## src/inc/jbst_pkg.sv

```systemverilog
// constants, state type and instruction codes of the boundary scan test port
// assumes one system clock samples the whole test port; no imports anywhere
package jbst_pkg;
	// system clock period, figure in ns
	localparam int CLK_NS = 20;
	// synchroniser depth for every pin that crosses into the clock domain
	localparam int SYNC_STAGES = 2;
	// instruction register width and its codes
	localparam int IR_W = 3;
	localparam logic [2:0] IR_EXTEST = 3'h0;
	localparam logic [2:0] IR_SAMPLE = 3'h4;
	localparam logic [2:0] IR_IDCODE = 3'h6;
	localparam logic [2:0] IR_BYPASS = 3'h7;
	// value parked in the instruction shifter at capture-ir
	localparam logic [2:0] IR_CAPTURE = 3'h1;
	// instruction loaded while the port sits in test-logic-reset
	localparam logic [2:0] IR_RESET = IR_IDCODE;
	// data register lengths
	localparam int ID_W = 32;
	localparam int SCAN_W = 98;
	// identification word field positions and widths
	localparam int ID_MARK_BIT = 0;
	localparam int ID_PRODUCER_LSB = 1;
	localparam int ID_PRODUCER_W = 11;
	localparam int ID_PART_LSB = 12;
	localparam int ID_PART_W = 16;
	localparam int ID_REV_LSB = 28;
	localparam int ID_REV_W = 4;
	// arbitrary neutral identity values, not those of any real part
	localparam logic [10:0] ID_PRODUCER_DEF = 11'h055;
	localparam logic [15:0] ID_PART_DEF = 16'h1234;
	localparam logic [3:0] ID_REV_DEF = 4'h1;
	// bypass cell content captured at capture-dr
	localparam logic BYPASS_CAPTURE = 1'b0;
	// the sixteen controller states
	typedef enum logic [3:0] {
		st_reset, st_idle,
		st_sel_dr, st_cap_dr, st_shift_dr, st_exit1_dr, st_pause_dr, st_exit2_dr, st_upd_dr,
		st_sel_ir, st_cap_ir, st_shift_ir, st_exit1_ir, st_pause_ir, st_exit2_ir, st_upd_ir
	} jbst_state_t;
endpackage

```

## src/inc/jbst_tap_if.sv

```systemverilog
// signals shared between the test port core and its state controller
// assumes both ends run on the same system clock
`timescale 1ns/10ps
interface jbst_tap_if;
	logic tck_rise; // one-cycle pulse, test clock rose
	logic tck_fall; // one-cycle pulse, test clock fell
	logic tms; // synchronised mode select
	jbst_pkg::jbst_state_t state; // controller state
	modport core (output tck_rise, output tck_fall, output tms, input state);
	modport ctrl (input tck_rise, input tms, output state);
endinterface

```

## src/verilog/jbst_sync.sv

```systemverilog
// plain two-stage level synchroniser, any width
// assumes the input is a level from outside the clk domain
`timescale 1ns/10ps
module jbst_sync #(
	parameter int W = 1
) (
	input wire logic clk,
	input wire logic rst,
	input wire logic [W-1:0] d,
	output logic [W-1:0] q
);
	// first stage, read only by the second stage
	logic [W-1:0] meta;

	generate
		if (W < 1) begin : g_bad_w
			$error("jbst_sync width must be at least one");
		end
	endgenerate

	// two flops, reset to zero
	always_ff @(posedge clk or posedge rst) begin
		if (rst) begin
			meta <= '0;
			q <= '0;
		end else begin
			meta <= d;
			q <= meta;
		end
	end
endmodule // jbst_sync

```

## src/verilog/jbst_fsm.sv

```systemverilog
// sixteen-state test port controller, advanced on each test clock rise
// assumes tck_rise and tms arrive already synchronised
`timescale 1ns/10ps
module jbst_fsm (
	input wire logic clk,
	input wire logic rst,
	jbst_tap_if.ctrl tap
);
	jbst_pkg::jbst_state_t state;
	jbst_pkg::jbst_state_t next_state;

	// standard transition table; only mode select steers it
	always_comb begin
		next_state = state;
		case (state)
			jbst_pkg::st_reset: next_state = tap.tms ? jbst_pkg::st_reset : jbst_pkg::st_idle;
			jbst_pkg::st_idle: next_state = tap.tms ? jbst_pkg::st_sel_dr : jbst_pkg::st_idle;
			jbst_pkg::st_sel_dr: next_state = tap.tms ? jbst_pkg::st_sel_ir : jbst_pkg::st_cap_dr;
			jbst_pkg::st_cap_dr: next_state = tap.tms ? jbst_pkg::st_exit1_dr : jbst_pkg::st_shift_dr;
			jbst_pkg::st_shift_dr: next_state = tap.tms ? jbst_pkg::st_exit1_dr : jbst_pkg::st_shift_dr;
			jbst_pkg::st_exit1_dr: next_state = tap.tms ? jbst_pkg::st_upd_dr : jbst_pkg::st_pause_dr;
			jbst_pkg::st_pause_dr: next_state = tap.tms ? jbst_pkg::st_exit2_dr : jbst_pkg::st_pause_dr;
			jbst_pkg::st_exit2_dr: next_state = tap.tms ? jbst_pkg::st_upd_dr : jbst_pkg::st_shift_dr;
			jbst_pkg::st_upd_dr: next_state = tap.tms ? jbst_pkg::st_sel_dr : jbst_pkg::st_idle;
			jbst_pkg::st_sel_ir: next_state = tap.tms ? jbst_pkg::st_reset : jbst_pkg::st_cap_ir;
			jbst_pkg::st_cap_ir: next_state = tap.tms ? jbst_pkg::st_exit1_ir : jbst_pkg::st_shift_ir;
			jbst_pkg::st_shift_ir: next_state = tap.tms ? jbst_pkg::st_exit1_ir : jbst_pkg::st_shift_ir;
			jbst_pkg::st_exit1_ir: next_state = tap.tms ? jbst_pkg::st_upd_ir : jbst_pkg::st_pause_ir;
			jbst_pkg::st_pause_ir: next_state = tap.tms ? jbst_pkg::st_exit2_ir : jbst_pkg::st_pause_ir;
			jbst_pkg::st_exit2_ir: next_state = tap.tms ? jbst_pkg::st_upd_ir : jbst_pkg::st_shift_ir;
			jbst_pkg::st_upd_ir: next_state = tap.tms ? jbst_pkg::st_sel_dr : jbst_pkg::st_idle;
			default: next_state = jbst_pkg::st_reset;
		endcase
	end

	// state only moves on a test clock rise
	always_ff @(posedge clk or posedge rst) begin
		if (rst) begin
			state <= jbst_pkg::st_reset;
		end else if (tap.tck_rise) begin
			state <= next_state;
		end
	end

	assign tap.state = state;
endmodule // jbst_fsm

```

## src/verilog/jbst_tap.sv

```systemverilog
// boundary scan test access port: instruction register, decode, and the
// pin scan chain, identification and single-bit bypass data registers
// assumes tck, tms, tdi and pin_in are asynchronous pins; core_out is on clk
`timescale 1ns/10ps
module jbst_tap #(
	parameter int SCAN_W = jbst_pkg::SCAN_W,
	parameter logic [10:0] ID_PRODUCER = jbst_pkg::ID_PRODUCER_DEF,
	parameter logic [15:0] ID_PART = jbst_pkg::ID_PART_DEF,
	parameter logic [3:0] ID_REV = jbst_pkg::ID_REV_DEF
) (
	input wire logic clk,
	input wire logic rst,
	input wire logic tck,
	input wire logic tms,
	input wire logic tdi,
	output logic tdo,
	output logic tdo_oe,
	input wire logic [SCAN_W-1:0] pin_in,
	input wire logic [SCAN_W-1:0] core_out,
	output logic [SCAN_W-1:0] pin_out,
	output logic extest_active
);
	// refuse chain lengths the shifter cannot serve
	generate
		if (SCAN_W < 2) begin : g_bad_scan
			$error("jbst_tap scan chain must be at least two bits");
		end
	endgenerate

	// ---------------------------------------------------------------
	// pin synchronisation and test clock edges
	// ---------------------------------------------------------------

	// test pins after two flops, kept together so they stay aligned
	logic [2:0] tpin_sync;
	// pin_in after two flops
	logic [SCAN_W-1:0] pin_sync;
	// previous synchronised tck, for edge finding
	logic tck_prev;

	// carrier between core and controller
	jbst_tap_if tap ();

	// tck, tms and tdi share one synchroniser so their skew is equal
	jbst_sync #(
		.W(3)
	) u_tpin_sync (
		.clk(clk),
		.rst(rst),
		.d({tck, tms, tdi}),
		.q(tpin_sync)
	);

	// pin values seen by capture-dr
	jbst_sync #(
		.W(SCAN_W)
	) u_pin_sync (
		.clk(clk),
		.rst(rst),
		.d(pin_in),
		.q(pin_sync)
	);

	// named views of the synchronised test pins
	wire tck_s = tpin_sync[2];
	wire tms_s = tpin_sync[1];
	wire tdi_s = tpin_sync[0];

	// remember tck for edge detection
	always_ff @(posedge clk or posedge rst) begin
		if (rst) begin
			tck_prev <= 1'b0;
		end else begin
			tck_prev <= tck_s;
		end
	end

	// edges of the test clock; the controller and test registers move at its rate
	assign tap.tck_rise = tck_s & ~tck_prev;
	assign tap.tck_fall = ~tck_s & tck_prev;
	assign tap.tms = tms_s;

	// the sixteen-state controller
	jbst_fsm u_fsm (
		.clk(clk),
		.rst(rst),
		.tap(tap.ctrl)
	);

	// short names for the controller outputs
	wire rise = tap.tck_rise;
	wire fall = tap.tck_fall;
	wire st_reset = (tap.state == jbst_pkg::st_reset);
	wire st_cap_dr = (tap.state == jbst_pkg::st_cap_dr);
	wire st_shift_dr = (tap.state == jbst_pkg::st_shift_dr);
	wire st_upd_dr = (tap.state == jbst_pkg::st_upd_dr);
	wire st_cap_ir = (tap.state == jbst_pkg::st_cap_ir);
	wire st_shift_ir = (tap.state == jbst_pkg::st_shift_ir);
	wire st_upd_ir = (tap.state == jbst_pkg::st_upd_ir);

	// ---------------------------------------------------------------
	// instruction register
	// ---------------------------------------------------------------

	// shifting stage of the instruction register
	logic [jbst_pkg::IR_W-1:0] ir_shift;
	// current instruction, changes only at update-ir or reset
	logic [jbst_pkg::IR_W-1:0] ir;

	// capture loads the fixed pattern, shift takes tdi at the top so
	// the first bit in ends up in bit zero
	always_ff @(posedge clk or posedge rst) begin
		if (rst) begin
			ir_shift <= jbst_pkg::IR_CAPTURE;
		end else if (rise && st_cap_ir) begin
			ir_shift <= jbst_pkg::IR_CAPTURE;
		end else if (rise && st_shift_ir) begin
			ir_shift <= {tdi_s, ir_shift[jbst_pkg::IR_W-1:1]};
		end
	end

	// update on the falling edge in update-ir, as the standard port does,
	// so the new instruction is stable before the next rise
	always_ff @(posedge clk or posedge rst) begin
		if (rst) begin
			ir <= jbst_pkg::IR_RESET;
		end else if (st_reset) begin
			ir <= jbst_pkg::IR_RESET; // leaving test mode drops extest
		end else if (fall && st_upd_ir) begin
			ir <= ir_shift;
		end
	end

	// ---------------------------------------------------------------
	// instruction decode
	// ---------------------------------------------------------------

	// which data register sits between tdi and tdo
	wire sel_extest = (ir == jbst_pkg::IR_EXTEST);
	wire sel_sample = (ir == jbst_pkg::IR_SAMPLE);
	wire sel_idcode = (ir == jbst_pkg::IR_IDCODE);
	wire sel_scan = sel_extest | sel_sample;
	// bypass covers 111 and every code not listed above
	wire sel_bypass = ~sel_scan & ~sel_idcode;

	// ---------------------------------------------------------------
	// data registers
	// ---------------------------------------------------------------

	// pin scan chain shifter and its update latch
	logic [SCAN_W-1:0] pin_scan_chain;
	logic [SCAN_W-1:0] scan_update;
	// identification shifter
	logic [jbst_pkg::ID_W-1:0] device_ident_reg;
	// one-bit bypass path
	logic single_bit_passthrough;

	// identification word assembled from its fields
	wire [jbst_pkg::ID_W-1:0] ident_word = {ID_REV, ID_PART, ID_PRODUCER, 1'b1};

	// scan chain: capture the pin values, then shift toward bit zero.
	// capture takes pin_in for every cell; under sample that is the
	// present level of inputs and of driven outputs alike
	always_ff @(posedge clk or posedge rst) begin
		if (rst) begin
			pin_scan_chain <= '0;
		end else if (rise && st_cap_dr && sel_scan) begin
			pin_scan_chain <= pin_sync;
		end else if (rise && st_shift_dr && sel_scan) begin
			pin_scan_chain <= {tdi_s, pin_scan_chain[SCAN_W-1:1]};
		end
	end

	// update latch: loaded under both scan instructions so that preload
	// works, but only drives pins under extest
	always_ff @(posedge clk or posedge rst) begin
		if (rst) begin
			scan_update <= '0;
		end else if (fall && st_upd_dr && sel_scan) begin
			scan_update <= pin_scan_chain;
		end
	end

	// identification shifter, low bit leaves first
	always_ff @(posedge clk or posedge rst) begin
		if (rst) begin
			device_ident_reg <= '0;
		end else if (rise && st_cap_dr && sel_idcode) begin
			device_ident_reg <= ident_word;
		end else if (rise && st_shift_dr && sel_idcode) begin
			device_ident_reg <= {tdi_s, device_ident_reg[jbst_pkg::ID_W-1:1]};
		end
	end

	// single bypass cell: one tck of delay from tdi to tdo
	always_ff @(posedge clk or posedge rst) begin
		if (rst) begin
			single_bit_passthrough <= 1'b0;
		end else if (rise && st_cap_dr && sel_bypass) begin
			single_bit_passthrough <= jbst_pkg::BYPASS_CAPTURE;
		end else if (rise && st_shift_dr && sel_bypass) begin
			single_bit_passthrough <= tdi_s;
		end
	end

	// ---------------------------------------------------------------
	// serial output
	// ---------------------------------------------------------------

	// bit offered on tdo, chosen by the current instruction
	wire dr_out = sel_scan ? pin_scan_chain[0] :
		sel_idcode ? device_ident_reg[0] :
		single_bit_passthrough;
	wire next_tdo = st_shift_ir ? ir_shift[0] : dr_out;
	wire next_tdo_oe = st_shift_ir | st_shift_dr;

	// tdo changes on the falling test clock edge, so the controller
	// samples a settled bit at its next rise; tdo_oe floats the pin
	// outside the shift states
	always_ff @(posedge clk or posedge rst) begin
		if (rst) begin
			tdo <= 1'b0;
			tdo_oe <= 1'b0;
		end else if (fall) begin
			tdo <= next_tdo;
			tdo_oe <= next_tdo_oe;
		end
	end

	// ---------------------------------------------------------------
	// pin drive
	// ---------------------------------------------------------------

	// per-cell selection between core logic and the scan pattern
	logic [SCAN_W-1:0] next_pin_out;
	genvar gi;
	generate
		for (gi = 0; gi < SCAN_W; gi++) begin : g_cell
			// extest takes the pin, everything else keeps the core path
			assign next_pin_out[gi] = sel_extest ? scan_update[gi] : core_out[gi];
		end
	endgenerate

	// registered pin drive; costs one clk of latency on the core path
	// but keeps the outputs glitch free when the instruction changes
	always_ff @(posedge clk or posedge rst) begin
		if (rst) begin
			pin_out <= '0;
			extest_active <= 1'b0;
		end else begin
			pin_out <= next_pin_out;
			extest_active <= sel_extest;
		end
	end
endmodule // jbst_tap

```

## config.mk

```make
export PLATFORM = sky130hd
export DESIGN_NAME = jbst_tap
export DESIGN_NICKNAME = d
export VERILOG_FILES = /design/src/inc/jbst_pkg.sv /design/src/inc/jbst_tap_if.sv /design/src/verilog/jbst_sync.sv /design/src/verilog/jbst_fsm.sv /design/src/verilog/jbst_tap.sv
export SDC_FILE = /design/constraint.sdc
export NUM_CORES = 1
export LEC_CHECK = 0
export ABC_CLOCK_PERIOD_IN_PS = 12000
export BUFFER_PORTS_ARGS = -buffer_cell sky130_fd_sc_hd__buf_2
export CORE_MARGIN = 2
export CORE_UTILIZATION = 35
export CTS_CLUSTER_DIAMETER = 100
export DETAILED_ROUTE_END_ITERATION = 12
export PLACE_DENSITY = 0.58
export SETUP_SLACK_MARGIN = 0.05
export SLEW_MARGIN = 10
export SYNTH_ARGS = -nofsm -noshare
export SYNTH_HDL_FRONTEND = slang
export SYNTH_HIERARCHICAL = 1
export SYNTH_SLANG_ARGS = --single-unit
```

## constraint.sdc

```tcl
create_clock -name clk -period 12 [get_ports clk]
set_input_delay 3 -clock clk [delete_from_list [all_inputs] [get_ports clk]]
set_output_delay 3 -clock clk [all_outputs]
set_load 0.05 [all_outputs]
```

Word level (Yosys, flattened, before mapping)
Index checks and enable logic that the tools add are counted.
- logic and storage cells: 189
- bits of input ports: 201
- output and inout port bits: 101
- flip-flop bits (word level): 543
- eq/ne operators: 17
- reductions and logical operators: 23
- multiplexer cells: 124
- bitwise operators: 9
- operators by type and width (kind ; number):
    two-way mux 98 bit ; 2
    two-way mux 1 bit ; 106
    two-way mux 32 bit ; 2
    one-hot mux 4 bit (12 select lines) ; 1
    == test 4 bit (second input constant) ; 8
    two-way mux 3 bit ; 6
    == test 4 x 3 -> 1 bit (second input constant) ; 4
    two-way mux 4 bit ; 4
    logical AND 1 bit ; 13
    nonzero test 2 bit ; 5
    == test 4 x 2 -> 1 bit (second input constant) ; 2
    == test 3 bit (second input constant) ; 2
    two-way mux 2 bit ; 3
    == test 4 x 1 -> 1 bit (second input constant) ; 1
    zero test 4 bit ; 1
    inverter 1 bit ; 4
    OR reduction 2 bit ; 2
    bitwise AND 1 bit ; 3
    zero test 3 bit ; 1
    OR reduction 3 bit ; 1
    OR 1 bit ; 2

Depth between registers and ports, before layout
Gate-level depths: netlist of run 1.
- depth after elaboration: 7
- depth in mapped cells: 8
- gate-level depth less buffers: 6

By module
Netlist of run 1, hierarchy kept.
- modules (own cells, without submodules) (module ; area an instance (um^2) ; cells an instance ; times used ; sequential area each (um^2)):
    jbst_tap ; 13623.1 ; 1044 ; 1 ; 8436.8
    jbst_sync (u_pin_sync) ; 4908.5 ; 197 ; 1 ; 4904.7
    jbst_fsm ; 350.3 ; 44 ; 1 ; 100.1
    jbst_sync (u_tpin_sync) ; 153.9 ; 7 ; 1 ; 150.1

Worst setup path after synthesis of run 1
OpenSTA, ideal clock, no wires.
- path type: register -> output
- from: register tdo
- to: output tdo
- data required time: 9.000 ns
- cell stages (with the launch flop): 1
- data arrival time: 0.601 ns
- slack: 8.399 ns
- buffers on the path: 0
- cells stage by stage: dfrtp_1
- RTL lines (item ; RTL line ; source):
    start: declaration ; jbst_tap.sv:16 ; output logic tdo,
    start signal: assignment ; jbst_tap.sv:225 ; tdo <= next_tdo;
No word-level cell between the ends.

==> results_dict.tcl, run 1 <==
set metrics [dict create \
    drt_first_iter_violations 529 \
    min_period_over_period_pct 39.4 \
    row_count 85 \
    r2r-end "pin_scan_chain[47]" \
    syn_area_per_cell_sq_um 14.7 \
    grt_util_all_layers_pct 14.1 \
    die_width_microns 237 \
    ant_nets 0 \
    floorplan.initialDensity_pct 35.4 \
    cts_resized 0 \
    dieHeight_microns 237 \
    overflow 0 \
    leakage_nw 10.6 \
    power_w 0.00420 \
    rsz0062_at_grt "false" \
    setup.worst_path.end_class "async pin" \
    wl_met3_mm 2.01 \
    core_region_area_sq_um 53800 \
    cts_num_sinks 543 \
    layout_setup_ws_ns 7.27 \
    place_area_sq_um 21200 \
    period_minus_slack_ns 4.73 \
    met2_length_mm 18.8 \
    vias_per_cell 4.55 \
    fin_nets 1792 \
    yosysSeqAreaShare_pct 71.4 \
    finalClockSkew_ns 0.0116 \
    worstPathMaxFanout 173 \
    slew_headroom_pct 26.3 \
    min-delay-start "u_pin_sync/meta[56]" \
    hold_depth 0 \
    drive_gt1_share_pct 36.8 \
    tritoncts "yes" \
    irDropWorstVdd_uv 105 \
    powerDensity_nw_per_um2 181 \
    wire_per_inst_microns 16.8 \
    final_area_sq_um 23200 \
    antenna_found_initial 11 \
    synthArstFlopShare_pct 100 \
    wirelength_mm 39.2 \
    hold_path_end "u_pin_sync/q[56]" \
    arrival_ns 5.28 \
    place_ws_ns 6.64 \
    synth_top_area_share_pct 71.0 \
    cp-start-kind "primary input" \
    crit_type "in2async" \
    cts_buffers 57 \
    synth.area.top_cells "dfrtp_1 71%, mux2_2 11%, mux2i_1 5.3%" \
    r2r-start "u_fsm/tap.state[2]" \
    grt_pass1_vias 11127 \
    cts.htree.levels 2 \
    status "complete, no violations" \
    vias 10618 \
    yosys.area.top_type "dfrtp_1" \
    finalHoldViolations 0 \
    place.gp.congestion 0.729 \
    synth_edf_count 0 \
    routed.top_layer "met5" \
    drv_slew 0 \
    required_ns 12.56 \
    ys_ff_latch 543 \
    syn_area_sq_um 19000 \
    cts_root_buffer "clkbuf_16" \
    worst_pin_slew_ns 1.11 \
    io_pins 302 \
    portBuffers 301 \
    hold_class "reg2reg" \
    grt_max_degree 174 \
    post_cts_buffers 0 \
    synthToLayoutAreaGrowth_pct 22.0 \
    synth.distinct_cells 47 \
    cts.path.max_buffers 3 \
    dieArea_sq_um 56300 \
    drv_cap 0 \
    firstDrtPassIters 4 \
    drc 0 \
    r2r_slack_ns 8.75 \
    reg2reg_depth 5 \
    clkLatencyLatePin_ns 0.60 \
    cts_hold_buf 0 \
    synthCells 1292 \
    synth_nets 1493 \
    fin_setup_tns_ns 0 \
    synth-main-ff-cell "dfrtp_1" \
    m1WireLength_mm 17.5 \
    clk_pin_slew_ns 0.06 \
    setup_violations 0 \
    hpwlAfterDp_mm 24.9 \
    yosys_warnings 6 \
    grt_first_pass_wirelength_mm 62.5 \
    max_freq_ghz 0.212 \
]
critical path: stages:
cell and delay (ns):
buf_2 0.16, clkinvlp_4 0.25, buf_12 0.61, buf_4 0.95
final cells by class:
| cell class | count | area, sq um |
|---|---|---|
| fill | 4947 | 30600 |
| sequential | 543 | 13600 |
| multi-input combinational | 668 | 5040 |
| clock buffer | 82 | 1690 |
| timing repair buffer | 312 | 1600 |
| tap | 696 | 871 |
| clock inverter | 24 | 384 |
| inverter | 9 | 45.0 |
| antenna | 2 | 5.00 |
cells in the final DEF (no fill, tap or decap), types with 13 or more instances in the layout:
| master | count |
|---|---|
| o21ai_1 | 21 |
| nand2_1 | 160 |
| nor2_1 | 20 |
| mux2i_1 | 101 |
| clkbuf_8 | 13 |
| mux2_2 | 179 |
| buf_2 | 301 |
| o21ai_0 | 117 |
| mux2_1 | 20 |
| dfrtp_1 | 540 |
| clkbuf_16 | 59 |
stage by stage:
step / instances / hold slack, ns / utilization, %
floorplan: 1292 / 0.331 / -
global placement: 2228 / 0.332 / 39.3
detailed placement: 2228 / 0.335 / 39.3
CTS: 2334 / 0.345 / 43.2
global route: 2335 / 0.345 / 43.2
finish: 2336 / 0.337 / 43.2
power breakdown:
group,internal (W),leakage [nW],switching (W)
logic,0.000112,2.74,0.000206
registers,0.00192,6.86,0.0000642
clock network,0.00118,1.02,0.000726
total,0.00320,10.6,0.000996
worst max-delay path by stage:
stage	cells after the start	slack, ns	endpoint	start
final	4	7.27	pin_scan_chain[42]	rst
after global placement	4	6.70	pin_out[48]	rst
after detailed placement	4	6.64	pin_out[48]	rst
after floorplan	1	3.66	u_pin_sync/meta[0]	rst
after global routing	4	6.94	scan_update[27]	rst
after CTS	4	7.30	pin_out[30]	rst
cells by family after synthesis:
logic type / share of synthesized area, %
simple gates: 4.83
flops: 71.4
compound gates: 4.37
mux: 17.1
buf+inv: 2.31
synthesized netlist by cell type, types with 2 or more instances:
master,count
o21ai_0,117
clkbuf_1,13
inv_1,9
nor3b_1,2
nor2_1,20
nor3b_2,2
nor2b_1,4
a31oi_1,3
buf_4,8
and2_1,2
a21oi_1,5
mux2_1,20
o21ai_1,21
nand3_1,3
mux2i_1,101
buf_2,41
buf_6,7
dfrtp_1,540
and2b_1,2
nor3_1,2
mux2_2,179
dfstp_2,3
clkbuf_2,2
nand2b_1,3
nand4_1,2
nand2_1,160
layer usage:
layer | track usage (%) | up-vias
li1 | - | 4994
met2 | 22.7 | 199
met1 | 18.8 | 5329
met5 | 0 | -
met3 | 3.68 | 80
met4 | 4.29 | 16
Note: power is estimated with default switching activity, not from simulation.
==> run 2: changes to the inputs <==
Settings changed: ABC_CLOCK_PERIOD_IN_PS 12000 to 4600, PLACE_DENSITY 0.58 to 0.56.
Clock period 12 ns to 4.6 ns, I/O delays scaled along.
==> run 2 against run 1 <==
Routed wire length decreased by 0.50%. Worst hold slack better by 0.0023 ns. Setup slack worse by 5.3 ns. Final cell count did not move. Critical path depth is the same. Clock skew shrank 0.0030 ns. Global-route usage about the same. Sequential power rose to 2.6 times the previous value. Non-clock buffer count increased by 8. Critical endpoint is now scan_update[52]. Highest routed layer unchanged.
==> results_dict.tcl, run 2 (synthesis results as in run 1) <==
set metrics [dict create \
    setup.worst_path.end_class "flop" \
    rsz0062_at_grt "false" \
    ff_latch_area_sq_um 13600 \
    place_ws_ns 1.91 \
    clkLatencyLatePin_ns 0.59 \
    p_int_w 0.00810 \
    grt_first_pass_wirelength_mm 62.5 \
    irDropWorstVdd_uv 279 \
    cp_num_cells 4 \
    grt_util_all_layers_pct 14.1 \
    drt_first_iter_violations 662 \
    drv_cap 0 \
    required_ns 5.06 \
    ant_nets 0 \
    post_cts_buffers 0 \
    reg2reg_depth 4 \
    finalHoldViolations 0 \
    die_width_microns 237 \
    cts_buffers 56 \
    fin_setup_tns_ns 0 \
    powerDensity_nw_per_um2 458 \
    r2r-end "scan_update[52]" \
    r2r-start "u_fsm/tap.state[3]" \
    p_sw_w 0.00251 \
    cp_top_family "simple AND/OR/NAND/NOR gates" \
    setup_violations 0 \
    place_area_sq_um 21300 \
    dieHeight_microns 237 \
    hold_class "reg2reg" \
    hold_depth 0 \
    cts_hold_buf 0 \
    hold_path_end "u_pin_sync/q[27]" \
    arrival_ns 3.08 \
    r2r_slack_ns 1.98 \
    grt_max_degree 109 \
    tritoncts "yes" \
    status "complete, no violations" \
    period_minus_slack_ns 2.62 \
    hpwlAfterDp_mm 25.4 \
    antenna_found_initial 10 \
    worst_pin_slew_ns 0.992 \
    cts_num_sinks 543 \
    cts.path.max_buffers 3 \
    final_area_sq_um 23200 \
    vias_per_cell 4.54 \
    drv_slew 0 \
    wire_per_inst_microns 16.7 \
    drive_gt1_share_pct 36.5 \
    clk_pin_slew_ns 0.06 \
    whs_ns 0.339 \
    slew_headroom_pct 33.9 \
    p_clk_share_pct 43.4 \
    fill_cells 4888 \
    synthToLayoutAreaGrowth_pct 21.8 \
    cts_resized 0 \
    floorplan.initialDensity_pct 35.4 \
    min_period_over_period_pct 56.9 \
    layout_setup_ws_ns 1.98 \
    cts.htree.levels 2 \
    drc 0 \
    worstPathMaxFanout 37 \
    combPwrFrac_pct 7.9 \
    slowest_stage "dfrtp_1" \
    cp-start-kind "flop" \
    core_region_area_sq_um 53800 \
    leakage_nw 10.6 \
    place.gp.congestion 0.782 \
    crit_type "reg2reg" \
    max_freq_ghz 0.382 \
    dieArea_sq_um 56300 \
    cpPeakStageDelay_ns 0.68 \
    worst-path-buf-inv 1 \
    cts_root_buffer "clkbuf_16" \
    wirelength_mm 39.0 \
    firstDrtPassIters 4 \
    most-common-layout-cells "540 x dfrtp_1, 301 x buf_2, 179 x mux2_2, 160 x nand2_1, 117 x o21ai_0" \
    crit_chain "and2b_1, nand4_4, buf_4, mux2_1" \
    row_count 85 \
    power.share.switching_pct 23.7 \
    finalClockSkew_ns 0.00867 \
    io_pins 302 \
    overflow 0 \
    min-delay-start "u_pin_sync/meta[27]" \
    final_common_cell "dfrtp_1" \
    portBuffers 301 \
    multiInputGateArea_sq_um 5040 \
    vias 10599 \
    power_frac_seq_pct 48.6 \
    fin_nets 1799 \
    grt_pass1_vias 11126 \
]
run 2: cell count changes in the layout (fill, tap and decap cells not counted), moves of 4 or more:
cell and delta:
buf_12 +7, clkbuf_1 +4, clkbuf_8 -4, clkinv_4 -4
run 2: per-layer routing:
| metal | share of wire (%) | track usage, % | vias to the layer above |
|---|---|---|---|
| met1 | 45 | 19.1 | 5262 |
| met3 | 5.2 | 3.43 | 74 |
| met2 | 48 | 22.7 | 234 |
| met5 | 0.20 | 0 | - |
| li1 | - | - | 5017 |
| met4 | 2.3 | 3.98 | 12 |
run 2: through the flow:
step           std cells  power (W)  util [%]
6_report            2336     0.0106      43.1
5_1_grt             2336     0.0111      43.1
4_1_cts             2334     0.0108      43.1
3_5_place_dp        2236    0.00611      39.6
3_3_place_gp        2236    0.00608      39.6
2_1_floorplan       1292    0.00584         -
run 2: power by group through the flow:
stage	Sequential, W	Clock [W]	Combinational (W)
global placement	0.00524	0	0.000839
finish	0.00516	0.00461	0.000841
global route	0.00519	0.00498	0.000933
detailed placement	0.00525	0	0.000855
CTS	0.00516	0.00478	0.000859
floorplan	0.00534	0	0.000493
run 2: worst max path at each step:
stage	startpoint	end	slack, ns
4_1_cts	u_fsm/tap.state[3]	scan_update[52]	1.90
3_5_place_dp	u_fsm/tap.state[3]	scan_update[51]	1.91
3_3_place_gp	u_fsm/tap.state[3]	scan_update[52]	1.97
6_report	u_fsm/tap.state[3]	scan_update[52]	1.98
5_1_grt	u_fsm/tap.state[3]	scan_update[52]	1.76
2_1_floorplan	rst	device_ident_reg[0]	-1.05
run 2: cell type report:
type,count,share of cell area (%)
sequential,543,58.6
multi-input combinational,668,21.7
inverter,9,0.178
tap,696,3.76
antenna,2,0.0216
clock inverter,18,1.21
timing repair buffer,320,7.55
clock buffer,80,6.91
==> run 3: changes to the inputs <==
Settings changed: ABC_AREA from default to 1, ABC_CLOCK_PERIOD_IN_PS 4600 to 2300, PLACE_DENSITY 0.56 to 0.57.
Clock period 4.6 ns to 2.3 ns, I/O delays scaled along.
==> run 3 against run 2 <==
Worst hold slack worse by 0.26 ns. Count of clock-buffer cells in the layout is 3 lower. First-iteration DRC count increased by 100%. Sequential cell count unchanged. Clock power grew 110%. Core utilization hardly changed. Sequential power up 96%. Setup slack got worse by 1.7 ns. Sequential share of layout area down 3.7 points. Design area up 6.8%. Global-route usage rose by 2.7 points. Highest routed layer unchanged.
==> results_dict.tcl, run 3 <==
set metrics [dict create \
    status "complete, no violations" \
    final_cells 3198 \
    cpMostUsedCell "nand2_1" \
    clkLatencyLatePin_ns 0.60 \
    required_ns 2.83 \
    cts_resized 0 \
    crit_type "reg2reg" \
    dieHeight_microns 245 \
    setup.worst_path.end_class "flop" \
    slew_headroom_pct 34.5 \
    synthAdderAreaFrac_pct 0 \
    rsz0062_at_grt "false" \
    synthToLayoutAreaGrowth_pct 22.0 \
    yosysMostFrequentCell "nand2_1" \
    worst_pin_slew_ns 0.982 \
    wirelength_mm 50.2 \
    synth_top_area_share_pct 66.6 \
    portBuffers 301 \
    powerDensity_nw_per_um2 876 \
    ys_top_cells_by_count "881 x nand2_1, 540 x dfrtp_1, 143 x nand3_1" \
    hpwlAfterDp_mm 33.0 \
    final_util_pct 43.1 \
    die_width_microns 245 \
    grt_util_all_layers_pct 16.8 \
    finalClockSkew_ns 0.0141 \
    synth_edf_count 0 \
    irDropWorstVdd_uv 639 \
    arrival_ns 2.56 \
    grt_max_degree 110 \
    yosys_warnings 6 \
    synthCells 2110 \
    firstDrtPassIters 5 \
    drv_slew 0 \
    cts_root_buffer "clkbuf_16" \
    ys_ff_latch 543 \
    synth_compound_area_share_pct 2.92 \
    finalHoldViolations 0 \
    vias 14777 \
    synth.area.top_cells "dfrtp_1 67%, nand2_1 16%, nand4_1 3.8%" \
    tritoncts "yes" \
    syn_area_sq_um 20300 \
    post_cts_buffers 0 \
    synth_nets 2311 \
    crit_chain "nand2_1, inv_1, nand4_4, buf_4, nand2_1, nand2_1, nand2_1, nand2_1" \
    synth_top_family_by_area "simple AND/OR/NAND/NOR gates" \
    synth-main-ff-cell "dfrtp_1" \
    cts_num_sinks 543 \
    worstPathMaxFanout 97 \
    setup_violations 0 \
    drt_first_iter_violations 1352 \
    antenna_found_initial 13 \
    min_period_over_period_pct 88.3 \
    period_minus_slack_ns 2.03 \
    max_freq_ghz 0.492 \
    final_common_cell "nand2_1" \
    cts_hold_buf 1 \
    r2r_slack_ns 0.27 \
    clk_pin_slew_ns 0.06 \
    yosys.area.top_type "dfrtp_1" \
    synthMuxAreaShare_pct 0 \
    syn_area_per_cell_sq_um 9.62 \
    overflow 0 \
    vias_per_cell 4.62 \
    synth-simple-area-share_pct 24.7 \
    hold_class "in2reg" \
    crit_end "pin_scan_chain[32]" \
    drive_gt1_share_pct 19.5 \
    io_pins 302 \
    cp-start-kind "flop" \
    grt_first_pass_wirelength_mm 80.5 \
    reg2reg_depth 8 \
    ant_nets 0 \
    drc 0 \
    grt_pass1_vias 14411 \
    synthArstFlopShare_pct 100 \
    cts_buffers 57 \
    core_region_area_sq_um 57500 \
    r2r-end "pin_scan_chain[32]" \
    placed_cells 3087 \
    drv_cap 0 \
    critPathLaunch "u_fsm/tap.state[1]" \
    floorplan.initialDensity_pct 35.3 \
    yosysSeqAreaShare_pct 67.0 \
    r2r-start "u_fsm/tap.state[1]" \
    whs_ns 0.0801 \
    cpPeakStageDelay_ns 0.71 \
    cts.path.max_buffers 3 \
    synth_xor_area_share_pct 0 \
    synth.distinct_cells 28 \
    cts.htree.levels 2 \
    dieArea_sq_um 59900 \
    row_count 88 \
    place.gp.congestion 0.852 \
    leakage_nw 12.7 \
    most-common-layout-cells "881 x nand2_1, 540 x dfrtp_1, 301 x buf_2, 143 x nand3_1, 125 x inv_1" \
    slowest_stage "buf_4" \
    fin_nets 2583 \
    power_w 0.0217 \
    wire_per_inst_microns 15.7 \
]
## run 3: changes by cell type after synthesis, sizes merged, moves of 4 or more
cell | before | now
mux2 | 199 | 0
clkbuf | 15 | 71
inv | 9 | 133
nor2 | 20 | 26
o21ai | 138 | 105
mux2i | 101 | 0
nand2 | 161 | 884
nand3 | 3 | 143
nor2b | 4 | 0
nor3b | 4 | 0
nand4 | 3 | 125
buf | 57 | 61
## run 3: stage by stage
| stage | worst slack (ns) | area [sq um] | TNS (ns) |
|---|---|---|---|
| 6_report | 0.269 | 24800 | 0 |
| 5_1_grt | 0.0780 | 24800 | 0 |
| 4_1_cts | 0.304 | 24800 | 0 |
| 3_5_place_dp | 0.325 | 22800 | 0 |
| 3_3_place_gp | 0.381 | 22800 | 0 |
| 2_1_floorplan | -2.78 | 20300 | -1090.47 |
## run 3: worst min path at each step
stage	cells past startpoint	to	slack [ns]	startpoint
6_report	1	u_pin_sync/meta[42]	0.08	pin_in[42]
5_1_grt	1	u_pin_sync/meta[61]	0.04	pin_in[61]
4_1_cts	1	u_pin_sync/meta[25]	0.04	pin_in[25]
3_5_place_dp	0	u_pin_sync/q[81]	0.33	u_pin_sync/meta[81]
3_3_place_gp	0	u_pin_sync/q[26]	0.33	u_pin_sync/meta[26]
2_1_floorplan	0	u_pin_sync/q[0]	0.33	u_pin_sync/meta[0]
## run 3: layout make-up
class	instances	area, sq um
fillers	5580	32700
flip-flops and latches	543	13600
multi-input cells	1300	5650
clock buffers	77	1680
well taps	765	957
diodes	4	10.0
repair buffers	345	2050
inverters	135	515
clock inverters	29	305
## run 3: layer usage
layer	share of wire [%]	routed length [microns]	GRT usage, %	up-vias
met4	1.7	857	4.56	10
li1	-	-	-	7251
met3	5.5	2770	3.60	71
met5	0.12	61	0	-
met2	46	23100	25.9	343
met1	47	23400	24.1	7102
## run 3: worst max-delay path, delay by kind of cell, from the launching register on
kind                   cells  cell delay [ns]
buffers and inverters      2             0.82
DFF                        1             0.42
and+or+nand+nor            6             0.63
## run 3: cells by family after synthesis
logic type | after synthesis
compound gates | 116
flops | 543
simple gates | 1184
buf+inv | 267
## run 3: power by group
group,switching (W),internal [W]
Combinational,0.00148,0.000571
Clock,0.00380,0.00569
Sequential,0.000192,0.00995
Total,0.00547,0.0162
